[config.mk]
export PLATFORM = sky130hd
export DESIGN_NAME = epc_core
export DESIGN_NICKNAME = d
export VERILOG_FILES = /design/src/epc_pkg.sv /design/src/epc_core.sv
export SDC_FILE = /design/constraint.sdc
export NUM_CORES = 1
export LEC_CHECK = 0
export BUFFER_PORTS_ARGS = -buffer_cell sky130_fd_sc_hd__buf_2
export CAP_MARGIN = 20
export CORE_ASPECT_RATIO = 1.1
export CORE_MARGIN = 4
export CORE_UTILIZATION = 55
export CTS_BUF_LIST = sky130_fd_sc_hd__clkbuf_16
export CTS_CLUSTER_DIAMETER = 100
export DETAILED_ROUTE_END_ITERATION = 6
export GPL_TIMING_DRIVEN = 0
export PLACE_DENSITY = 0.7
export SYNTH_ARGS = -nofsm -noshare
export SYNTH_HDL_FRONTEND = slang
export SYNTH_SLANG_ARGS = --single-unit
[constraint.sdc]
create_clock -name MCLK_IN -period 4.3 [get_ports MCLK_IN]
set_input_delay 0.86 -clock MCLK_IN [delete_from_list [all_inputs] [get_ports MCLK_IN]]
set_output_delay 0.86 -clock MCLK_IN [all_outputs]
set_load 0.01 [all_outputs]
[src/epc_pkg.sv]
package epc_pkg;
  localparam int          DW             = 16;
  // register byte addresses
  localparam logic [7:0]  ADDR_CTRL      = 8'h00;
  localparam logic [7:0]  ADDR_SMODE     = 8'h04;
  localparam logic [7:0]  ADDR_ENC       = 8'h08;
  localparam logic [7:0]  ADDR_PSC       = 8'h0C;
  localparam logic [7:0]  ADDR_PERIOD    = 8'h10;
  localparam logic [7:0]  ADDR_REP       = 8'h14;
  localparam logic [7:0]  ADDR_CNT       = 8'h18;
  localparam logic [7:0]  ADDR_STATUS    = 8'h1C;
  localparam logic [7:0]  ADDR_CMP       = 8'h20;
  // control register fields
  localparam int          CTRL_EN        = 0;
  localparam int          CTRL_DIR       = 1;
  localparam int          CTRL_CENTER    = 2;
  localparam int          CTRL_ARPE      = 3;
  localparam int          CTRL_CCPE      = 4;
  localparam int          CTRL_SMPE      = 5;
  localparam int          CTRL_OCM       = 6;
  // encoder control register fields
  localparam int          ENC_IDX_EN     = 0;
  localparam int          ENC_INDEX_DIRECTION_SELECT_LSB   = 1;
  localparam int          ENC_FIRST_INDEX_ONLY       = 3;
  localparam int          ENC_INDEX_POSITION_SELECT_LSB   = 4;
  // status register fields
  localparam int          ST_UIF         = 0;
  localparam int          ST_DIR         = 1;
  localparam int          ST_IDXF        = 2;
  // slave mode encodings
  localparam logic [2:0]  SM_INTERNAL    = 3'h0;
  localparam logic [2:0]  SM_X1          = 3'h1;
  localparam logic [2:0]  SM_X2          = 3'h2;
  localparam logic [2:0]  SM_X4          = 3'h3;
  localparam logic [2:0]  SM_CLKDIR      = 3'h4;
  localparam logic [2:0]  SM_DIRCLK      = 3'h5;
  // index direction encodings
  localparam logic [1:0]  INDEX_DIRECTION_SELECT_UP_ONLY   = 2'h1;
  localparam logic [1:0]  INDEX_DIRECTION_SELECT_DOWN_ONLY = 2'h2;
  // reset values
  localparam logic [15:0] RST_PERIOD     = 16'hFFFF;
  localparam logic [15:0] RST_ZERO16     = 16'h0000;
  localparam logic [31:0] RST_ZERO32     = 32'h0000_0000;
endpackage

[src/epc_core.sv]
// Our own choices: the APB interface to the registers and the address map.
`timescale 1ns/1ps
// Function
// - prescaler divides timer clock by any ratio from 1 to 65536.
// - down counting reloads the period value on underflow.
// - up counting rolls over to zero after passing the period value.
// - center mode counts 0..period-1, overflow, period..1, underflow, then 0.
// - overflow or underflow issues an update event usable for interrupt or DMA.
// - update event copies prescaler, period, compare and mode into shadows.
// - new prescaler ratio applies only at an update event.
// - repetition counter issues update once every N periods, N up to 65536; in center mode once every N half periods.
// - software sets direction; center mode reverses it at overflow and underflow.
// - quadrature mode counts active encoder edges, direction from phase.
// - x1 counts A falling while direction 0, A rising while direction 1.
// - x2 and x4 resolutions selectable by the slave mode field.
// - slave mode field may be preloaded and switched at update events.
// - clock plus direction counts input two, direction from input one level.
// - directional clock counts up on one line and down on the other.
// - index resets counter in quadrature, clock-direction and directional clock modes.
// - two-bit position field selects A/B levels qualifying the index.
// - index clears counter counting up, loads period value counting down.
// - direction field restricts index; 01 acts only while counting up.
// - first-index-only bit acts on first index after enable, ignores later ones.
// - period, compare and mode copy continuously or at update per preload setting; prescaler and repetition only at update.
module epc_core (
  input  wire logic        MCLK_IN,
  input  wire logic        RSTN_IN,
  input  wire logic        PSEL_IN,
  input  wire logic        PENABLE_IN,
  input  wire logic        PWRITE_IN,
  input  wire logic [7:0]  PADDR_IN,
  input  wire logic [31:0] PWDATA_IN,
  output logic      [31:0] PRDATA_OUT,
  output logic             PREADY_OUT,
  output logic             PSLVERR_OUT,
  input  wire logic        TIMER_INPUT_ONE_IN,
  input  wire logic        TIMER_INPUT_TWO_IN,
  input  wire logic        EXTERNAL_TRIGGER_INPUT_IN,
  output logic             UPDATE_EVENT_OUT,
  output logic             DIR_OUT,
  output logic             COMPARE_OUT
);

  typedef struct packed {
    logic        pready;
    logic [31:0] prdata;
    logic        pslverr;
    logic        en;
    logic        sw_dir;
    logic        center;
    logic        arpe;
    logic        ccpe;
    logic        smpe;
    logic [2:0]  smode_pre;
    logic [2:0]  smode_act;
    logic        idx_en;
    logic [1:0]  index_direction_select;
    logic        first_index_only;
    logic [1:0]  index_position_select;
    logic [15:0] psc_pre;
    logic [15:0] psc_act;
    logic [15:0] psc_cnt;
    logic [15:0] period_pre;
    logic [15:0] period_act;
    logic [15:0] rep_pre;
    logic [15:0] rep_act;
    logic [15:0] rep_cnt;
    logic [15:0] cmp_pre;
    logic [15:0] cmp_act;
    logic        ocm_pre;
    logic        ocm_act;
    logic [15:0] cnt;
    logic        dir;
    logic        uev;
    logic        uif;
    logic        idx_flag;
    logic        idx_done;
    logic        oc;
    logic [2:0]  a_sync;
    logic [2:0]  b_sync;
    logic [1:0]  z_sync;
    logic        z_qual;
  } epc_state_t;

  epc_state_t r_q;
  epc_state_t r_d;

  // returns {wrapped, next} for one edge-aligned count step
  function automatic logic [16:0] epc_step(input logic [15:0] c, input logic [15:0] p,
                                           input logic up);
    logic [16:0] res;
    res = 17'h0_0000;
    if (up) begin
      if (c >= p) res = 17'h1_0000;
      else res = {1'b0, c + 16'h0001};
    end else begin
      if (c == 16'h0000) res = {1'b1, p};
      else res = {1'b0, c - 16'h0001};
    end
    return res;
  endfunction

  function automatic logic epc_edge(input logic [2:0] s, input logic rising);
    return rising ? (s[1] & ~s[2]) : (~s[1] & s[2]);
  endfunction

  always_comb begin
    logic        tick;
    logic        down;
    logic        ovf;
    logic        udf;
    logic        uev;
    logic        a_chg;
    logic        b_chg;
    logic        enc_mode;
    logic        idx_hit;
    logic        acc;
    logic [16:0] st;
    logic [15:0] nxt;
    tick     = 1'b0;
    ovf      = 1'b0;
    udf      = 1'b0;
    uev      = 1'b0;
    idx_hit  = 1'b0;
    st       = 17'h0_0000;
    nxt      = 16'h0000;
    r_d      = r_q;
    acc      = PSEL_IN & PENABLE_IN;
    r_d.a_sync = {r_q.a_sync[1:0], TIMER_INPUT_ONE_IN};
    r_d.b_sync = {r_q.b_sync[1:0], TIMER_INPUT_TWO_IN};
    r_d.z_sync = {r_q.z_sync[0], EXTERNAL_TRIGGER_INPUT_IN};
    a_chg    = r_q.a_sync[1] ^ r_q.a_sync[2];
    b_chg    = r_q.b_sync[1] ^ r_q.b_sync[2];
    enc_mode = (r_q.smode_act != epc_pkg::SM_INTERNAL);
    down     = r_q.dir;

    case (r_q.smode_act)
      epc_pkg::SM_INTERNAL: begin
        if (!r_q.center) down = r_q.sw_dir;
        if (r_q.en) begin
          if (r_q.psc_cnt >= r_q.psc_act) begin
            r_d.psc_cnt = 16'h0000;
            tick = 1'b1;
          end else begin
            r_d.psc_cnt = r_q.psc_cnt + 16'h0001;
          end
        end
      end
      epc_pkg::SM_X1: begin
        if (a_chg) begin
          down = ~(r_q.a_sync[1] ^ r_q.b_sync[1]);
          tick = down ? epc_edge(r_q.a_sync, 1'b1)
                      : epc_edge(r_q.a_sync, 1'b0);
        end
      end
      epc_pkg::SM_X2: begin
        if (a_chg) begin
          down = ~(r_q.a_sync[1] ^ r_q.b_sync[1]);
          tick = 1'b1;
        end
      end
      epc_pkg::SM_X4: begin
        if (a_chg) begin
          down = ~(r_q.a_sync[1] ^ r_q.b_sync[1]);
          tick = 1'b1;
        end else if (b_chg) begin
          down = r_q.a_sync[1] ^ r_q.b_sync[1];
          tick = 1'b1;
        end
      end
      epc_pkg::SM_CLKDIR: begin
        down = r_q.a_sync[1];
        tick = epc_edge(r_q.b_sync, 1'b1);
      end
      epc_pkg::SM_DIRCLK: begin
        // simultaneous pulses on both lines cancel out
        if (epc_edge(r_q.a_sync, 1'b1) != epc_edge(r_q.b_sync, 1'b1)) begin
          tick = 1'b1;
          down = epc_edge(r_q.b_sync, 1'b1);
        end
      end
      default: begin
        tick = 1'b0;
      end
    endcase
    if (!r_q.en) tick = 1'b0;
    r_d.dir = down;

    if (tick) begin
      if (r_q.center && !enc_mode) begin
        if (!r_q.dir) begin
          nxt = r_q.cnt + 16'h0001;
          if (nxt >= r_q.period_act) begin
            ovf       = 1'b1;
            r_d.cnt   = r_q.period_act;
            r_d.dir   = 1'b1;
          end else begin
            r_d.cnt   = nxt;
          end
        end else begin
          if (r_q.cnt <= 16'h0001) begin
            udf       = 1'b1;
            r_d.cnt   = 16'h0000;
            r_d.dir   = 1'b0;
          end else begin
            r_d.cnt   = r_q.cnt - 16'h0001;
          end
        end
      end else begin
        st      = epc_step(r_q.cnt, r_q.period_act, ~down);
        r_d.cnt = st[15:0];
        ovf     = st[16] & ~down;
        udf     = st[16] & down;
      end
    end

    // index qualified by channel levels, acted on at its rising edge
    r_d.z_qual = r_q.z_sync[1] & ({r_q.b_sync[1], r_q.a_sync[1]} == r_q.index_position_select);
    if (r_d.z_qual && !r_q.z_qual && r_q.idx_en && enc_mode && r_q.en) begin
      idx_hit = 1'b1;
      if (r_q.index_direction_select == epc_pkg::INDEX_DIRECTION_SELECT_UP_ONLY && down) idx_hit = 1'b0;
      if (r_q.index_direction_select == epc_pkg::INDEX_DIRECTION_SELECT_DOWN_ONLY && !down) idx_hit = 1'b0;
      if (r_q.first_index_only && r_q.idx_done) idx_hit = 1'b0;
    end
    if (idx_hit) begin
      r_d.cnt      = down ? r_q.period_act : 16'h0000;
      r_d.idx_done = 1'b1;
    end

    // repetition counter thins update events
    if (ovf || udf) begin
      if (r_q.rep_cnt == 16'h0000) begin
        uev = 1'b1;
        r_d.rep_cnt = r_q.rep_act;
      end else begin
        r_d.rep_cnt = r_q.rep_cnt - 16'h0001;
      end
    end
    r_d.uev = uev;

    if (uev) begin
      r_d.psc_act = r_q.psc_pre;
      r_d.rep_act = r_q.rep_pre;
      r_d.psc_cnt = 16'h0000;
    end
    if (uev || !r_q.arpe) r_d.period_act = r_q.period_pre;
    if (uev || !r_q.ccpe) begin
      r_d.cmp_act = r_q.cmp_pre;
      r_d.ocm_act = r_q.ocm_pre;
    end
    if (uev || !r_q.smpe) r_d.smode_act = r_q.smode_pre;

    r_d.oc = (r_q.cnt < r_q.cmp_act) ^ r_q.ocm_act;

    // two-cycle access: pready rises one cycle into the access phase
    r_d.pready  = acc & ~r_q.pready;
    r_d.pslverr = 1'b0;
    if (acc && !r_q.pready) begin
      r_d.prdata = epc_pkg::RST_ZERO32;
      case (PADDR_IN)
        epc_pkg::ADDR_CTRL:   r_d.prdata[6:0] = {r_q.ocm_pre, r_q.smpe, r_q.ccpe, r_q.arpe,
                                                 r_q.center, r_q.sw_dir, r_q.en};
        epc_pkg::ADDR_SMODE:  r_d.prdata[2:0] = r_q.smode_pre;
        epc_pkg::ADDR_ENC:    r_d.prdata[5:0] = {r_q.index_position_select, r_q.first_index_only, r_q.index_direction_select, r_q.idx_en};
        epc_pkg::ADDR_PSC:    r_d.prdata[15:0] = r_q.psc_pre;
        epc_pkg::ADDR_PERIOD: r_d.prdata[15:0] = r_q.period_pre;
        epc_pkg::ADDR_REP:    r_d.prdata[15:0] = r_q.rep_pre;
        epc_pkg::ADDR_CNT:    r_d.prdata[15:0] = r_q.cnt;
        epc_pkg::ADDR_STATUS: r_d.prdata[2:0] = {r_q.idx_flag, r_q.dir, r_q.uif};
        epc_pkg::ADDR_CMP:    r_d.prdata[15:0] = r_q.cmp_pre;
        default:              r_d.pslverr = 1'b1;
      endcase
    end

    if (acc && r_q.pready && PWRITE_IN) begin
      case (PADDR_IN)
        epc_pkg::ADDR_CTRL: begin
          r_d.en      = PWDATA_IN[epc_pkg::CTRL_EN];
          r_d.sw_dir  = PWDATA_IN[epc_pkg::CTRL_DIR];
          r_d.center  = PWDATA_IN[epc_pkg::CTRL_CENTER];
          r_d.arpe    = PWDATA_IN[epc_pkg::CTRL_ARPE];
          r_d.ccpe    = PWDATA_IN[epc_pkg::CTRL_CCPE];
          r_d.smpe    = PWDATA_IN[epc_pkg::CTRL_SMPE];
          r_d.ocm_pre = PWDATA_IN[epc_pkg::CTRL_OCM];
          // re-arming the first-index latch happens on each fresh enable
          if (PWDATA_IN[epc_pkg::CTRL_EN] && !r_q.en) r_d.idx_done = 1'b0;
        end
        epc_pkg::ADDR_SMODE:  r_d.smode_pre = PWDATA_IN[2:0];
        epc_pkg::ADDR_ENC: begin
          r_d.idx_en = PWDATA_IN[epc_pkg::ENC_IDX_EN];
          r_d.index_direction_select   = PWDATA_IN[epc_pkg::ENC_INDEX_DIRECTION_SELECT_LSB +: 2];
          r_d.first_index_only   = PWDATA_IN[epc_pkg::ENC_FIRST_INDEX_ONLY];
          r_d.index_position_select   = PWDATA_IN[epc_pkg::ENC_INDEX_POSITION_SELECT_LSB +: 2];
        end
        epc_pkg::ADDR_PSC:    r_d.psc_pre = PWDATA_IN[15:0];
        epc_pkg::ADDR_PERIOD: r_d.period_pre = PWDATA_IN[15:0];
        epc_pkg::ADDR_REP:    r_d.rep_pre = PWDATA_IN[15:0];
        epc_pkg::ADDR_CNT:    r_d.cnt = PWDATA_IN[15:0];
        epc_pkg::ADDR_STATUS: begin
          if (PWDATA_IN[epc_pkg::ST_UIF])  r_d.uif = 1'b0;
          if (PWDATA_IN[epc_pkg::ST_IDXF]) r_d.idx_flag = 1'b0;
        end
        epc_pkg::ADDR_CMP:    r_d.cmp_pre = PWDATA_IN[15:0];
        default:              r_d.cnt = r_d.cnt;
      endcase
    end

    // hardware sets beat a software clear in the same cycle
    if (uev) r_d.uif = 1'b1;
    if (idx_hit) r_d.idx_flag = 1'b1;
  end

  always_ff @(posedge MCLK_IN or negedge RSTN_IN) begin
    if (!RSTN_IN) begin
      r_q            <= '0;
      r_q.period_pre <= epc_pkg::RST_PERIOD;
      r_q.period_act <= epc_pkg::RST_PERIOD;
      r_q.psc_pre    <= epc_pkg::RST_ZERO16;
      r_q.cmp_pre    <= epc_pkg::RST_ZERO16;
      r_q.prdata     <= epc_pkg::RST_ZERO32;
    end else begin
      r_q <= r_d;
    end
  end

  assign PRDATA_OUT       = r_q.prdata;
  assign PREADY_OUT       = r_q.pready;
  assign PSLVERR_OUT      = r_q.pslverr;
  assign UPDATE_EVENT_OUT = r_q.uev;
  assign DIR_OUT          = r_q.dir;
  assign COMPARE_OUT      = r_q.oc;

endmodule

==> results of run 1 <==
[cell usage in the layout (no fill, tap or decap), types with 18 or more instances in the layout]
cell       Yosys  layout
nand3_1       34      34
mux2_2       122     122
clkbuf_1      43      34
xor2_1        27      25
a31oi_1       26      26
clkbuf_16      0      26
dfstp_2       32      32
nor3_1        27      25
buf_2         13      60
buf_4         32      47
o211ai_1      20      20
nor2_1       102     102
nand2_1      102     102
a21oi_1       75      75
ha_1          72      72
inv_1         70      79
dfrtp_1      197     192
o21ai_0       63      63
a22oi_1       19      18
[worst register-to-register path, cell delays in order (launching register included)]
cell and delay (ns):
dfrtp_1 0.44, ha_1 0.32, nand3b_1 0.11, mux2_2 0.33, a311oi_1 0.70, a21oi_1 0.23, nor4_4 0.59, nor2_1 0.32
clkbuf_1 0.44, a222oi_1 0.37, o21ai_1 0.13
[metal layers]
metal	up-vias	track usage (%)
li1	5026	-
met1	5396	41.4
met2	474	48.3
met3	65	4.60
met4	0	8.45
met5	-	0
[sequential cells by signal, indices dropped and copies added, names as in the netlist]
register and cells:
COMPARE_OUT 1, DIR_OUT 1, PRDATA_OUT 16, PREADY_OUT 1
PSLVERR_OUT 1, UPDATE_EVENT_OUT 1, r_d 5, r_q 203
[layout make-up]
cell class              count  area [um2]  share of cell area, %
repair buffers             67         433                   2.85
inverters                  71         267                   1.76
multi-input cells         949        6980                   46.0
flip-flops and latches    229        5780                   38.1
well taps                 305         382                   2.52
clock inverters            21         133                  0.874
plain buffers              93         546                   3.60
clock buffers              26         651                   4.29
[metrics by stage]
stage	hold WS, ns	util, %	setup TNS (ns)	power (mW)
after global routing	0.330	63.6	0	5.43
after global placement	0.334	59.2	-397.08	3.12
after CTS	0.311	63.2	0	5.19
final	0.302	63.6	0	5.20
after detailed placement	0.348	59.5	-70.83	3.15
after floorplan	0.331	-	0	2.85
[timing repair]
item	4_1_cts	5_1_grt
buffers inserted	7	4
cloned	0	0
pin swaps	4	6
gates resized for setup	13	24
endpoints found under the setup margin	119	111
[final timing paths]
| path | from | to | slack, ns | cells past startpoint |
|---|---|---|---|---|
| setup / recovery | r_d[5]$_DFF_PN0_ | r_q[22]$_DFF_PN0_ | 0.19 | 10 |
| hold / removal | RSTN_IN | r_q[165]$_DFFE_PN0N_ | 0.30 | 1 |
| setup reg to reg | r_d[5]$_DFF_PN0_ | r_q[22]$_DFF_PN0_ | 0.19 | 10 |
| hold reg to reg | r_d[4]$_DFF_PN0_ | r_d[5]$_DFF_PN0_ | 0.36 | 0 |
| max in group asynchronous | RSTN_IN | r_q[139]$_DFFE_PN1P_ | 2.81 | 3 |
| min in group MCLK_IN | r_d[4]$_DFF_PN0_ | r_d[5]$_DFF_PN0_ | 0.36 | 0 |
[power by group]
part | leakage (nW) | internal (mW) | total, mW | switching, mW
logic | 3.62 | 0.320 | 0.887 | 0.567
registers | 2.96 | 2.21 | 2.27 | 0.0610
clock network | 0.420 | 1.16 | 2.04 | 0.881
total | 7.00 | 3.69 | 5.20 | 1.51
[cell families after synthesis]
logic type               share of synthesized area, %
adder cells (fa/ha/maj)                          6.72
flip-flops                                       43.0
other                                          0.0280
buffers and inverters                            5.92
XOR/XNOR                                         2.87
AND/OR/NAND/NOR                                  12.5
AO/OA/AOI/OAI                                    15.7
multiplexers                                     13.2
==> flow_results.org, run 1 <==
** Worst setup path
- Together, buffers and inverters on the worst path number 1.
- Endpoint class of the critical path :: flip-flop
- STA classifies the critical path startpoint as a flip-flop.
- Arrival time at the worst endpoint :: approximately 4.5 ns
- On the worst path, the slowest cell contributes a delay of 0.70 ns.
- By startpoint and endpoint, the worst setup path is classified as flip-flop to flip-flop.
- STA puts the critical path data required time at 4.69 ns.
- Largest fanout on the critical path :: 10
- CP delay by family, top :: compound AO/OA/AOI/OAI gates
- Slowest library cell on the worst path :: a311oi_1
- Traced cell by cell, the critical path runs through ha_1 -> nand3b_1 -> mux2_2 -> a311oi_1 -> a21oi_1 -> nor4_4 -> nor2_1 -> clkbuf_1 -> a222oi_1 -> o21ai_1.

** GRT
- Global-route total usage across every layer :: slightly below 30%
- The total overflow left after global routing is 0.
- Entering global routing, the biggest net connects 83 pins.
- The first global-routing pass estimated 62200 um of wire.
- Initial antenna violation count :: 0
- The via count of the first global-routing pass was roughly 11000.

** Clock tree
- TritonCTS built the clock tree.
- The clock reaches the later pin of the worst-skew pair after 0.53 ns.
- Largest buffer count on any clock path :: 3
- Buffers inserted to repair hold after CTS numbered 0.
- Buffers inserted during clock tree synthesis total 26.
- CTS placed an instance of clkbuf_16 at the clock tree root.
- In this run the number of H-tree levels came out at 1.
- Clock-pin slew was measured on the worst setup and hold paths at 0.06 ns.
- CTS saw 229 sinks.

** Yosys
- The cell area that synthesis handed to floorplanning was roughly 0.013 mm2.
- Synth Flop Type :: dfrtp_1
- Top cells by area in the synthesized netlist :: dfrtp_1 (37%), mux2_2 (10%), ha_1 (6.7%), dfstp_2 (6.3%), nand2_1 (2.9%)
- Yosys reg bits :: 229
- Register area share after synthesis :: 43.0%
- Post-synth EDFFs :: 0
- Library cell occupying the most area in the post-synthesis netlist :: dfrtp_1
- Number of instances in the synthesized netlist :: 1330
- For this run, the number of Yosys warnings is 0.
- The most common cell in the synthesized netlist is dfrtp_1.
- Sorting the synthesized cells by how often they occur yields dfrtp_1 (197), mux2_2 (122), nand2_1 (102), nor2_1 (102), a21oi_1 (75).
- A synthesized cell averages 10.1 um2.
- Share of async-settable or async-resettable flops after synthesis :: 100%
- The synthesized netlist contains 80 unique library cells.
- Portion of synthesized cell area occupied by the leading cell type :: 36.8%

** Die
- In this run the core area contains 59 standard-cell rows.
- After floorplanning, the core was sized to cover 0.0238 mm2.
- Full die area :: 0.0270 mm2
- Measured along the y axis, the die boundary spans 172 um.
- Starting Density :: roughly 56%
- Die extent in x :: 157 um
- During I/O placement, the number of pins put on the boundary was 85.

** Timing
- Final Max Tran Viols :: 0
- RSZ-0062 raised after global routing :: no
- Maximum clock frequency :: 0.243 GHz
- Final hold violations :: 0
- The worst path needs around 4 ns of the cycle, external delays included.
- Setup violations remaining at the end of the flow were counted as 0.
- Headroom to the max-slew limit came out at 22.8%.
- Actual transition at the worst max-transition pin :: 1.15 ns
- Clock skew on the completed layout was measured at between 0.009 and 0.01 ns.
- Period utilisation layout :: 95.5%
- Final setup margin :: 0.193 ns

** Status
- The run finished, with violations left.
- Violations in the final reports :: design-rule violations

** Detailed routing
- For this block, the via count after detailed routing is ~11000.
- In the detailed route, the total length drawn on met3 is 3070 um.
- Post-route DRC violation count :: 1
- Routed wire length :: 39400 um
- Max layer used :: met4
- First-pass iteration count of the detailed router :: 7
- Avg WL per Cell :: 22.4 um
- The detailed router finished its first iteration with 1103 violations.
- For this block, wires on met1 add up to ~17000 um.
- Wire segments on met2 add up to 18400 um in the final route.
- In this run the remaining antenna-violating nets after routing total 0.
- Dividing the detail-routed via count by the number of cells gives around 6.2.

** Placement
- Before CTS, the worst setup slack after placement is -0.931 ns.
- Counting tap cells, the placed design contains a total of 1705 instances.
- Input and output buffers added on the ports amount to 51.
- Post-detailed-placement half-perimeter wirelength :: roughly 29000 um
- At the end of routability-driven placement, the weighted congestion stood at 0.989.
- Placed Instance Area :: 0.0142 mm2

** Min path
- The worst hold path belongs to the class input port to asynchronous set/reset pin.

** Cells and area
- Area growth syn-to-layout :: 13.1%
- FILL cells :: a little under 2000
- Summing all non-filler instances in the final layout gives an area of 0.0152 mm2.
- Number of nets in the finished design :: 1557
- Antenna diodes :: 0
- After the flow finishes, the layout carries non-filler instances totaling 1761.
- Share of post-route cells with drive strength above 1 :: 23.7%

** Power and ir drop
- Cell leakage power :: 7.00 nW
- Peak VDD IR :: roughly 0.27 mV
- In this run the power density over the cells is 343 mW/mm2.

** Flow run
- Max-cap violations in this run came to 0.
(Power assumes the default switching activity.)
==> run 2: changes to the inputs <==
--- a/config.mk
+++ b/config.mk
@@ -11,3 +11,3 @@
 export CORE_MARGIN = 4
-export CORE_UTILIZATION = 55
+export CORE_UTILIZATION = 60
 export CTS_BUF_LIST = sky130_fd_sc_hd__clkbuf_16
@@ -16,3 +16,3 @@
 export GPL_TIMING_DRIVEN = 0
-export PLACE_DENSITY = 0.7
+export PLACE_DENSITY = 0.76
 export SYNTH_ARGS = -nofsm -noshare
--- a/constraint.sdc
+++ b/constraint.sdc
@@ -3,2 +3,2 @@
 set_output_delay 0.86 -clock MCLK_IN [all_outputs]
-set_load 0.01 [all_outputs]
+set_load 0.005 [all_outputs]
==> run 2 against run 1 <==
  * The flow still finishes with violations (design-rule violations)
  * Flip-flop and latch count stayed put
  * Cell count decreased by 0.80%
  * Sequential power about the same
  * Sequential share of layout area decreased by 0.17 points
  * Worst hold slack worse by 0.044 ns
  * Maximum frequency fell by 3.3%
  * Via count increased by 2.5%
  * Core utilization grew 5.5 points
  * Combinational power hardly changed
  * Register-to-register slack got worse by 0.14 ns
  * Largest cell class unchanged
==> flow_results.org, run 2 (synthesized netlist as in run 1, its figures left out) <==
** Timing
- Measured against its own limit, the worst slew margin works out to between 20% and 30%.
- Actual transition at the worst max-transition pin :: approximately 1.1 ns
- Period utilisation layout :: 98.8%
- The final count of hold timing violations is 0.
- Final setup viols :: 0
- Final Max Tran Viols :: 0
- Clock skew after layout :: 0.0124 ns
- RSZ-0062 raised after global routing :: yes
- Worst-case hold slack :: 0.258 ns
- After layout, the minimum clock period comes to ~4.2 ns.
- Maximum clock frequency :: approximately 0.24 GHz

** GRT
- Initial antenna violation count :: 0
- Maximum number of pins on one net before global-route repair :: 88
- Global routing used 31.7% of the available tracks.
- For this run the aggregate overflow at the end of global routing stands at 0.
- The via count of the first global-routing pass came to between 10000 and 15000.
- Global-route wire length before repair :: 61200 um

** Placement
- Gpl congestion :: 0.963
- Post-detailed-placement half-perimeter wirelength :: 29000 um
- Input and output buffers added on the ports amount to 51.
- Counting tap cells, the placed design contains a total of 1695 instances.

** Cells and area
- Summing all multi-input logic gate instances after layout gives 0.00698 mm2.
- Number of nets in the finished design :: 1554
- r_q holds more flip-flops than any other register.
- Count of placed standard cells in the final layout, fillers left out :: between 1500 and 2000
- Share of post-route cells with drive strength above 1 :: a little under a quarter
- FILL cells :: 1666
- The sequential cells in the finished layout cover a total of 0.00577 mm2.
- 0 antenna diodes ended up in the layout.
- From synthesis to final layout, the design area changed by 13.5%.
- Number of flip-flops in the largest register :: 203
- Most common cell after layout, fill and taps aside :: dfrtp_1
- At the end of the flow the core is filled with cells to between 60 and 70%.
- Most used cells in the layout excluding fill and tap cells :: dfrtp_1 (195), mux2_2 (122), nand2_1 (102), nor2_1 (102), a21oi_1 (75)

** Status
- The checks that failed: design-rule violations.
- The flow ran to the end, but the final reports show violations.

** Power and ir drop
- Power density over the cells :: 356 mW/mm2
- Final total power :: 5.43 mW
- IR analysis of the VDD net gives a maximum drop of 0.329 mV.
- Cell leakage power :: 7.00 nW

** Min path
- Hold Crit Class :: input port to asynchronous set/reset pin

** Worst setup path
- At the worst endpoint, the required time is 4.69 ns.
- Nature of the critical path startpoint :: flip-flop
- The worst register-to-register path has a depth of 17.
- R2r startpoint :: r_q[18]$_DFF_PN0_
- The endpoint identified for the worst register-to-register timing path is r_q[47]$_DFFE_PN0P_.
- Kind of critical path :: flip-flop to flip-flop
- R2r setup slk :: 0.05 ns
- Endpoint class of the critical path :: flip-flop
- Largest fanout on the critical path :: 10
- Arrival time at the worst endpoint :: 4.64 ns

** Clock tree
- Clock tree synthesis inserted a total of 24 buffers.
- Worst-Skew Late Latency :: about 0.52 ns
- TritonCTS built the clock tree.
- Clk pin slew, worst setup/hold paths :: 0.06 ns
- Largest buffer count on any clock path :: 3
- Clock tree synthesis found a total of 229 sinks.
- Number of levels in the clock H-tree :: 1
- # hold bufs at CTS :: 0
- The root buffer cell chosen for the clock tree is clkbuf_16.

** Die
- The die covers between 0.02 and 0.025 mm2.
- Die height :: 165 um
- Number of primary I/O pins :: 85
- Once the floorplan was initialized, standard cells occupied 60.9% of the core.
- Measured along the x axis, the die boundary spans 151 um.
- Std-Cell Rows :: 57
- In this run the standard cell core region covers 0.0220 mm2.

** Detailed routing
- DRC marker count from the first detailed-route iteration :: 1409
- Remaining antenna violation count :: 0
- The first detailed-routing pass took 7 iterations.
- Avg WL per Cell :: 22.8 um
- In the routed design, unresolved DRC markers number 2.
- Via density per instance :: around 6.4
- Vias after detailed routing :: 11200
- After detailed routing, the total wire length is about 40000 um.

** Flow run
- Max-cap violations in this run came to 0.
run 2: how the worst max path moves through the flow:
stage | startpoint | cells after the start | end | slack (ns)
finish | r_q[18]$_DFF_PN0_ | 17 | r_q[47]$_DFFE_PN0P_ | 0.05
global route | r_q[18]$_DFF_PN0_ | 17 | r_q[47]$_DFFE_PN0P_ | -0.03
CTS | r_q[15]$_DFF_PN0_ | 14 | r_q[93]$_DFFE_PN0N_ | 0.003
detailed placement | r_q[15]$_DFF_PN0_ | 14 | r_q[93]$_DFFE_PN0N_ | -1.01
global placement | RSTN_IN | 1 | COMPARE_OUT$_DFF_PN0_ | -1.50
floorplan | r_q[15]$_DFF_PN0_ | 14 | r_q[164]$_DFFE_PN0N_ | 0.57
run 2: stage by stage:
step / setup TNS [ns] / setup WS (ns) / area [um2]
2_1_floorplan: 0 / 0.572 / 13500
3_3_place_gp: -384.88 / -1.50 / 14100
3_5_place_dp: -92.90 / -1.01 / 14200
4_1_cts: 0 / 0.00271 / 15200
5_1_grt: -0.0562 / -0.0325 / 15200
6_report: 0 / 0.0511 / 15200
run 2: routing by layer:
layer | vias to the layer above | GRT usage, % | wire [um]
li1 | 5029 | - | -
met1 | 5537 | 44.4 | 16500
met2 | 563 | 50.4 | 18200
met3 | 105 | 5.10 | 3430
met4 | 0 | 11.2 | 1540
met5 | - | 0 | 0
run 2: layout make-up:
class / count / share of cell area (%)
multi-input combinational: 949 / 45.8
sequential: 229 / 37.9
clock buffer: 25 / 4.11
buffer: 95 / 3.68
timing repair buffer: 64 / 2.73
tap: 295 / 2.42
inverter: 71 / 1.75
clock inverter: 19 / 1.57
run 2: power breakdown:
part	switching, mW	internal, mW	total [mW]
Clock	0.858	1.41	2.27
Sequential	0.0600	2.21	2.27
Combinational	0.571	0.317	0.889
Total	1.49	3.94	5.43
run 2: worst max-delay path, cell delays in order (launching register included):
cell,delay (ns)
dfrtp_1,0.43
clkbuf_4,0.26
and4_1,0.30
nand2_1,0.09
nor3_2,0.21
nand4_1,0.18
xor2_2,0.24
inv_1,0.06
ha_1,0.29
o21ai_0,0.10
a22oi_2,0.23
nand2_1,0.17
o211ai_1,0.26
o2bb2ai_2,0.26
o21ai_4,0.15
o21ai_4,0.32
buf_12,0.20
mux2_1,0.33
run 2: repair_timing:
action / in CTS / in global routing
gates resized for setup: 20 / 18
pin swaps: 6 / 5
endpoints found under the setup margin: 119 / 106
setup buffers: 7 / 1
cloned: 0 / 0
